File: src/scpc_pkg.sv
// shared constants and types for the converter control block
package scpc_pkg;

    // conversion length in internal clock cycles (plain default)
    localparam int unsigned CONV_CYCLES = 40;
    localparam int unsigned CNT_W       = 6;
    localparam logic [CNT_W-1:0] CNT_LAST = CNT_W'(CONV_CYCLES - 1);
    localparam logic [CNT_W-1:0] CNT_RST  = 6'h00;
    // synchroniser preset: every pin at its idle level, start pin high
    localparam logic [6:0] SYNC_RST = 7'h40;

    typedef enum logic [1:0] {
        SCPC_IDLE,
        SCPC_CONV,
        SCPC_HALT
    } scpc_state_t;

    // power enables for the analog blocks
    typedef struct packed {
        logic bandgapOn;
        logic refBufferOn;
        logic tempSensorOn;
        logic coreOn;
    } scpc_power_t;

    localparam scpc_power_t POWER_RST = 4'h0;

endpackage : scpc_pkg

File: src/scpc_control.sv
// conversion start, conversion run and power state control
//
// What this block does
// - a falling edge on convert_start_n alone starts a conversion while idle with no power-down request
// - a running conversion completes unless reset rises; no start edge or power-down aborts it
// - chip select and read enable never gate the conversion start
// - power-down high enters power-down with supply currents minimal
// - power-down waits for a running conversion; digital side stays active
// - register power-down bit replaces the pin while register config is used
// - low-power sampling mode cuts core power after each conversion
// - digital interface stays functional during acquisition in every mode
// - reference and buffer off low: bandgap, buffer and sensor enabled
// - reference off high, buffer off low: only the buffer enabled
// - each off input powers down its own block independently
// - fast low with low-power high selects low-power mode, else normal
// - reset rising edge aborts conversion; falling edge clears configuration
`timescale 1ns/1ps

module scpc_control
    import scpc_pkg::*;
(
    input  wire logic        ref_clk,          // 40 MHz clock
    input  wire logic        srst,             // synchronous reset, high
    input  wire logic        convert_start_n,  // pin, start on falling edge
    input  wire logic        power_down_input, // pin, power-down request
    input  wire logic        reference_off,    // pin, internal reference off
    input  wire logic        buffer_off,       // pin, reference buffer off
    input  wire logic        fastMode,         // pin, fast mode select
    input  wire logic        lowPowerMode,     // pin, low-power mode select
    input  wire logic        chipSelect_n,     // pin, unused for starts
    input  wire logic        readEnable_n,     // pin, unused for starts
    input  wire logic        devReset,         // pin, device reset level
    input  wire logic        useConfigReg,     // register config in use
    input  wire logic        cfgPowerDown,     // configuration power-down bit
    output logic             busy,             // conversion in progress
    output logic             resultReady,      // one-cycle pulse at end
    output logic             poweredDown,      // power-down state
    output logic             dataBusOff,       // data bus tristated
    output logic             cfgClear,         // pulse: clear config register
    output logic             digitalActive,    // digital interface enabled
    output scpc_power_t      power             // analog power enables
);

    // two-flop synchronisers for every pin except chip select and read enable
    logic [6:0] syncA_q;
    logic [6:0] syncB_q;
    logic [6:0] pinIn;
    logic cnvS, pdS, refOffS, bufOffS, fastS, lowS, rstS;

    assign pinIn = {convert_start_n, power_down_input, reference_off,
                    buffer_off, fastMode, lowPowerMode, devReset};

    always_ff @(posedge ref_clk) begin
        if (srst) begin
            // idle levels, so no false reset or power-down edge follows
            syncA_q <= SYNC_RST;
            syncB_q <= SYNC_RST;
        end else begin
            syncA_q <= pinIn;
            syncB_q <= syncA_q;
        end
    end

    assign {cnvS, pdS, refOffS, bufOffS, fastS, lowS, rstS} = syncB_q;

    // edge history
    logic cnvPrev_q, cnvPrev_d;
    logic rstPrev_q, rstPrev_d;
    logic startEdge, rstRise, rstFall;

    // no chip select or read term here
    assign startEdge = cnvPrev_q & ~cnvS;
    assign rstRise   = ~rstPrev_q & rstS;
    assign rstFall   = rstPrev_q & ~rstS;

    // conversion state
    scpc_state_t     state_q, state_d;
    logic [CNT_W-1:0] cnt_q, cnt_d;
    logic            ready_q, ready_d;
    logic            pd_q, pd_d;
    logic            busOff_q, busOff_d;
    logic            clr_q, clr_d;
    logic            pdReq, lowPwr;

    assign pdReq  = useConfigReg ? cfgPowerDown : pdS;
    assign lowPwr = ~fastS & lowS;

    always_comb begin
        state_d   = state_q;
        cnt_d     = cnt_q;
        ready_d   = 1'b0;
        cnvPrev_d = cnvS;
        rstPrev_d = rstS;
        pd_d      = pd_q;
        busOff_d  = busOff_q;
        clr_d     = 1'b0;
        case (state_q)
            SCPC_IDLE: begin
                pd_d = pdReq;
                if (startEdge && !pdReq) begin
                    state_d = SCPC_CONV;
                    cnt_d   = CNT_RST;
                    pd_d    = 1'b0;
                end
            end
            SCPC_CONV: begin
                // runs to the end unless reset rises; starts ignored while busy
                if (cnt_q == CNT_LAST) begin
                    state_d = SCPC_IDLE;
                    ready_d = 1'b1;
                end else begin
                    cnt_d = cnt_q + 1'b1;
                end
            end
            SCPC_HALT: begin
                if (!rstS) begin
                    state_d = SCPC_IDLE;
                end
            end
            default: state_d = SCPC_IDLE;
        endcase
        if (rstRise) begin
            state_d  = SCPC_HALT;
            busOff_d = 1'b1;
            ready_d  = 1'b0;
        end
        if (rstFall) begin
            clr_d    = 1'b1;
            busOff_d = 1'b0;
            pd_d     = 1'b0;
        end
    end

    always_ff @(posedge ref_clk) begin
        if (srst) begin
            state_q   <= SCPC_IDLE;
            cnt_q     <= CNT_RST;
            ready_q   <= 1'b0;
            cnvPrev_q <= 1'b1;
            rstPrev_q <= 1'b0;
            pd_q      <= 1'b0;
            busOff_q  <= 1'b0;
            clr_q     <= 1'b0;
        end else begin
            state_q   <= state_d;
            cnt_q     <= cnt_d;
            ready_q   <= ready_d;
            cnvPrev_q <= cnvPrev_d;
            rstPrev_q <= rstPrev_d;
            pd_q      <= pd_d;
            busOff_q  <= busOff_d;
            clr_q     <= clr_d;
        end
    end

    // power enables
    scpc_power_t power_q, power_d;
    logic        conv;

    assign conv = (state_q == SCPC_CONV);

    always_comb begin
        power_d = POWER_RST;
        if (!pd_q) begin
            // each off input drives its own block
            power_d.bandgapOn    = ~refOffS;
            power_d.tempSensorOn = ~refOffS;
            power_d.refBufferOn  = ~bufOffS;
            // low-power mode powers the core only while converting
            power_d.coreOn = lowPwr ? conv : 1'b1;
        end
        // powered down: all analog blocks off, except the core while converting
        if (pd_q && conv) begin
            power_d.coreOn = 1'b1;
        end
    end

    always_ff @(posedge ref_clk) begin
        if (srst) begin
            power_q <= POWER_RST;
        end else begin
            power_q <= power_d;
        end
    end

    assign busy        = conv;
    assign resultReady = ready_q;
    assign poweredDown = pd_q;
    assign dataBusOff  = busOff_q;
    assign cfgClear    = clr_q;
    // digital side never gated by mode or power-down
    assign digitalActive = 1'b1;
    assign power       = power_q;

    start_busy_a: assert property (@(posedge ref_clk)
        disable iff (srst)
        (state_q == SCPC_IDLE && startEdge && !pdReq && !rstRise)
            |=> busy)
        else $error("start edge did not raise busy");

    // start taken with the bus selected
    start_free_a: assert property (@(posedge ref_clk)
        disable iff (srst)
        (state_q == SCPC_IDLE && startEdge && !pdReq && !rstRise
            && !chipSelect_n && !readEnable_n) |=> busy)
        else $error("start gated by chip select or read enable");

    // busy ends only at the last count or on a reset abort
    conv_length_a: assert property (@(posedge ref_clk)
        disable iff (srst)
        $fell(busy) |-> ($past(cnt_q) == CNT_LAST || $past(rstRise)))
        else $error("conversion ended early");

    ready_end_a: assert property (@(posedge ref_clk)
        disable iff (srst)
        resultReady |-> !busy && $past(busy))
        else $error("ready without completed conversion");

    pd_hold_a: assert property (@(posedge ref_clk)
        disable iff (srst)
        (busy && !rstFall) |=> !$rose(poweredDown))
        else $error("power-down during conversion");

    core_cut_a: assert property (@(posedge ref_clk)
        disable iff (srst)
        ($past(lowPwr) && !$past(busy) && !$past(busy, 2))
            |-> !power.coreOn)
        else $error("core powered during low-power acquisition");

    ref_enable_a: assert property (@(posedge ref_clk)
        disable iff (srst)
        (!pd_q && !refOffS && !bufOffS) |=>
            ($past(pd_q) || (power.bandgapOn && power.refBufferOn)))
        else $error("internal reference not enabled");

    buf_off_a: assert property (@(posedge ref_clk)
        disable iff (srst)
        bufOffS |=> !power.refBufferOn)
        else $error("buffer on while buffer_off high");

    reset_abort_a: assert property (@(posedge ref_clk)
        disable iff (srst)
        rstRise |=> !busy && dataBusOff)
        else $error("reset rise did not abort");

endmodule : scpc_control

File: config.mk
export PLATFORM = sky130hd
export DESIGN_NAME = scpc_control
export DESIGN_NICKNAME = d
export VERILOG_FILES = /design/src/scpc_pkg.sv /design/src/scpc_control.sv
export SDC_FILE = /design/constraint.sdc
export NUM_CORES = 1
export LEC_CHECK = 0
export BUFFER_PORTS_ARGS = -buffer_cell sky130_fd_sc_hd__buf_2
export CAP_MARGIN = 20
export CORE_ASPECT_RATIO = 1.5
export CORE_UTILIZATION = 46
export CTS_CLUSTER_SIZE = 25
export DETAILED_ROUTE_END_ITERATION = 16
export GPL_ROUTABILITY_DRIVEN = 0
export PLACE_DENSITY_LB_ADDON = 0.15
export RECOVER_POWER = 50
export SYNTH_ARGS = -nofsm -noshare
export SYNTH_HDL_FRONTEND = slang
export SYNTH_SLANG_ARGS = --single-unit
File: constraint.sdc
create_clock -name ref_clk -period 1.25 [get_ports ref_clk]
set_input_delay 0.0625 -clock ref_clk [delete_from_list [all_inputs] [get_ports ref_clk]]
set_output_delay 0.0625 -clock ref_clk [all_outputs]
set_load 0.05 [all_outputs]
Word-level counts from Yosys, hierarchy flattened:

Cells that the tools add are included.

* add/subtract/negate cells: 1
* equality and inequality tests: 10
* multiplexer cells: 15
* bitwise logic cells: 11
* reduce and logical (&&, ||, !) cells: 12

Operators by type and width (count)
* $mux W6: 2
* $pmux W6 S2: 1
* $reduce_and A3 Y1: 3
* $mux W2: 4
* $mux W1: 7
* $not A1 Y1: 7
* $add A6 B1 Y6 const B: 1
* $eq A6 B6 Y1 const B: 1
* $ne A2 B2 Y1 const B: 3
* $ne A3 B3 Y1 const B: 2
* $pmux W2 S3: 1
* $reduce_or A2 Y1: 3
* $and A1 B1 Y1: 4
* $ne A3 B2 Y1 const B: 1
* $reduce_or A3 Y1: 1
* $eq A2 B1 Y1 const B: 1
* $eq A2 B2 Y1 const B: 1
* $logic_and A1 B1 Y1: 2
* $logic_not A2 Y1: 1
* $ne A2 B1 Y1 const B: 1
* $reduce_bool A2 Y1: 1
* $logic_not A1 Y1: 1

* flip-flop bits (word level): 31
* input port bits: 13
* output and inout port bits: 10
* logic and storage cells: 63

Longest topological paths before layout:

* depth after elaboration: 6
* depth in mapped cells: 4
* gate-level depth less buffers: 4

Least setup slack after synthesis:

No wires, ideal clock.

* path kind: reg-to-reg
* start point: reg cnt_q[0]
* end point: reg cnt_q[0]
* setup time: 72 ps
* arrival: 1291 ps
* data required time: 1178 ps
* setup slack: -112 ps
* cell stages (with the launch flop): 5
* path buffers: 0
* period minus slack after synthesis: 1362 ps
* path through: dfxtp_1 -> ha_1 -> and4bb_2 -> a21oi_1 -> mux2i_1

* longest elaborated chain between the ends: 3
* elaborated cells between the ends (all ways): 6
* those cells by class: 1 x add/sub; 2 x eq/ne; 2 x mux; 1 x reduce/logical

RTL lines
* from (decl): RTL line scpc_control.sv:78 `logic [CNT_W-1:0] cnt_q, cnt_d;`
* from (signal assigned): RTL line scpc_control.sv:146 `cnt_q <= cnt_d;`
* $add A6 B1 Y6 or $eq A6 B6 Y1 (tied branches): RTL line scpc_control.sv:112, scpc_control.sv:108
* $mux W6 or $ne A2 B2 Y1 (tied branches)
* $pmux W6 S2 or $reduce_and A3 Y1 (tied branches)

Parallel ways exist; a longest one is shown, timed or not. The select of a mux whose other input is x is not followed.
A chain may end at the register's enable or synchronous reset.

Worst setup path after layout:

* start point: reg state_q[1]
* end point: reg cnt_q[1]

* longest elaborated chain between the ends: 3
* elaborated cells between the ends (all ways): 7
* those cells by class: 3 x eq/ne; 1 x mux; 3 x reduce/logical

RTL lines
* from (decl): RTL line scpc_control.sv:77 `scpc_state_t state_q, state_d;`
* from (signal assigned): RTL line scpc_control.sv:145 `state_q <= state_d;`
* $eq A2 B1 Y1 or $logic_not A2 Y1 (tied branches): RTL line scpc_control.sv:97 `case (state_q)`
* $ne A2 B2 Y1 (no line) or $reduce_bool A2 Y1 (tied branches)
* $reduce_and A3 Y1 (no line)

Parallel ways exist; a longest one is shown, timed or not.

==> results.toml <==
[outcome]
status = "complete, but fails checks"
violations = "negative setup slack"

[yosys]
synth-seq-area-share = 0.554
synthCells = 108
synth_edf_count = 0
ys.flop_type = "dfxtp_1"
synthesis.nets = 122
syn-cell-area_mm2 = 0.00112
synth_seq_cells = 31
ys_warn_count = 0
synth-async-reset-ratio = 0
avgSynthCellArea_um2 = 10.4
synth_cell_type_count = 36

[floorplanning]
initial_core_util = 0.496
die_w_um = 42.3
core-area_mm2 = 0.00226
die_h_um = 62.4
ios = 23
die_area_mm2 = 0.00264
rows = 21

[grt]
antenna_found_initial = 0
grt_max_degree = 31
grt_usage = 0.174
grt_pass1_wl_mm = 3.39
grt_overflow = 0
grt_pass1_vias = 842

[sta]
holdWs_ns = 0.151
clock.fmax_mhz = 743
setup-violations-final = 5
rsz0062_at_grt = "true"
hold_viol_final = 0
finalCritPeriodShare = 1.08
setup-tns-final_ns = -0.220
drv_slew = 0
clock_skew_ns = 0.00644
min_period_ns = 1.35
layout_setup_ws_ns = -0.0954

[detailed_routing]
routed_via_density = 4.92
dr.pass1.iters = 4
route.detailed.wl_per_inst_um = 11.4
dr.first_iter.drc_count = 5
ant_nets = 0
finalWirelength_mm = 1.96
vias = 847
drcViolationCount = 0

[clocking]
clk_pin_slew_ns = 0.09
htree_num_levels = 2
numCtsBuffers = 5
clock_sinks = 31
cts_tree = "done"
clockRootBuffer = "clkbuf_4"
cts_max_path_buffers = 2
clock_latency_ns = 0.33

[worst_setup_path]
cp_max_fo = 6
startpoint_type = "flop"
reg2reg_slack_ns = -0.1
crit_arrival_ns = 1.59
crit_chain = "or4b_4 -> o211a_1 -> o32ai_2"
crit_type = "flop to flop"
worst_path_largest_cell_delay_ns = 0.56
crit_family = "simple AND/OR/NAND/NOR gates"
endpoint_kind = "flop"
critical_path_required_ns = 1.49
slowest_stage = "or4b_4"
critPathBufInv = 0

[cells_and_area]
multi_input_area_um2 = 484
n_antenna_cell = 0
fin_nets = 162
nFillCells = 192
layout-drive-gt1-share = 0.369
layout-area-overhead-vs-synth_pct = 31.0
seqCellArea_um2 = 623

[pwr]
p_leak_uw = 0.000628
ir_worst_vdd_v = 0.00111
total_power_uw = 1800
power.density_mw_per_mm2 = 1230

[placed_design]
preCtsSetupSlack_ns = -0.103
numPortBuffers = 19
dp_hpwl_mm = 1.37

[hold_path]
hold_path.class = "input port to flop"

[run]
maxCapViolCount = 0
[synth_stat cells, drive strengths merged, types with 2 or more instances]
library cell,instances,share of area
nand2b,5,0.028
o21ai,3,0.013
clkbuf,3,0.010
inv,3,0.010
a21oi,6,0.027
nor3,4,0.018
dfxtp,31,0.55
buf,2,0.013
nor2,5,0.019
mux2i,2,0.018
nor2b,15,0.084
nand2,3,0.010
or2,4,0.022
[cell families (layout without fill, tap and decap cells)]
group / Yosys count / after routing / share of synthesized area
mux: 3 / 3 / 0.0279
fa+ha+maj: 1 / 1 / 0.0112
other cells: 1 / 1 / 0.00335
simple gates: 45 / 45 / 0.248
flops: 31 / 31 / 0.554
compound gates: 19 / 19 / 0.122
buf+inv: 8 / 49 / 0.0335
[worst register-to-register path, cell delays in order (launching register included)]
cell	delay [ns]
dfxtp_2	0.34
or4b_4	0.56
o211a_1	0.26
o32ai_2	0.10
[where the power goes]
group	switching, µW	leakage, µW	total [µW]	internal [µW]
Clock	324	0.0000293	542	219
Sequential	15.5	0.000256	1040	1030
Combinational	129	0.000344	219	89.7
[metal layers]
metal	up-vias	track usage	wire [µm]
li1	445	-	-
met2	17	0.310	1040
met1	381	0.162	791
met4	0	0.0703	33
met3	4	0.0867	93
met5	-	0	0
[path summary, 6_finish.rpt]
check | end | cells past startpoint | from
min reg2reg | power[1] | 1 | syncB_q[4]
max | cnt_q[1] | 3 | state_q[1]
min | syncB_q[0] | 2 | srst
max reg2reg | cnt_q[1] | 3 | state_q[1]
[what timing repair did]
item | in CTS | in global routing
hold buffers | 7 | 0
setup endpoints to repair | 8 | 8
hold endpoints to repair | 7 | 0
buffers inserted | 3 | 1
gates resized for setup | 5 | 0
pin swaps | 2 | 1
[placed cells by master (no fill, tap or decap), drive strengths merged, types with 4 or more instances in the layout]
cell type | netlist | layout
dfxtp | 31 | 31
or2 | 4 | 4
clkbuf | 3 | 7
nor2 | 5 | 5
nor2b | 15 | 15
buf | 2 | 31
dlygate4sd3 | 0 | 7
a21oi | 6 | 6
nand2b | 5 | 5
nor3 | 4 | 4
[metrics by stage]
stage,cells,utilization,instance area [µm²]
2_1_floorplan,108,-,1140
3_3_place_gp,153,0.576,1300
3_5_place_dp,153,0.576,1300
4_1_cts,171,0.646,1460
5_1_grt,172,0.649,1470
6_report,172,0.649,1470
[flip-flops by register name, indices dropped and copies added, names as in the netlist]
| name | cells |
|---|---|
| syncA_q | 7 |
| dataBusOff | 1 |
| resultReady | 1 |
| poweredDown | 1 |
| rstPrev_q | 1 |
| state_q | 2 |
| cnvPrev_q | 1 |
| cfgClear | 1 |
| syncB_q | 7 |
| cnt_q | 6 |
| power | 3 |
[area by class of cell]
class / instances / share of cell area
timing repair buffer: 38 / 0.181
clock buffer: 7 / 0.0307
tap: 23 / 0.0196
clock inverter: 1 / 0.00341
multi-input combinational: 69 / 0.330
sequential: 31 / 0.425
inverter: 3 / 0.0102
(Power assumes the default switching activity.)
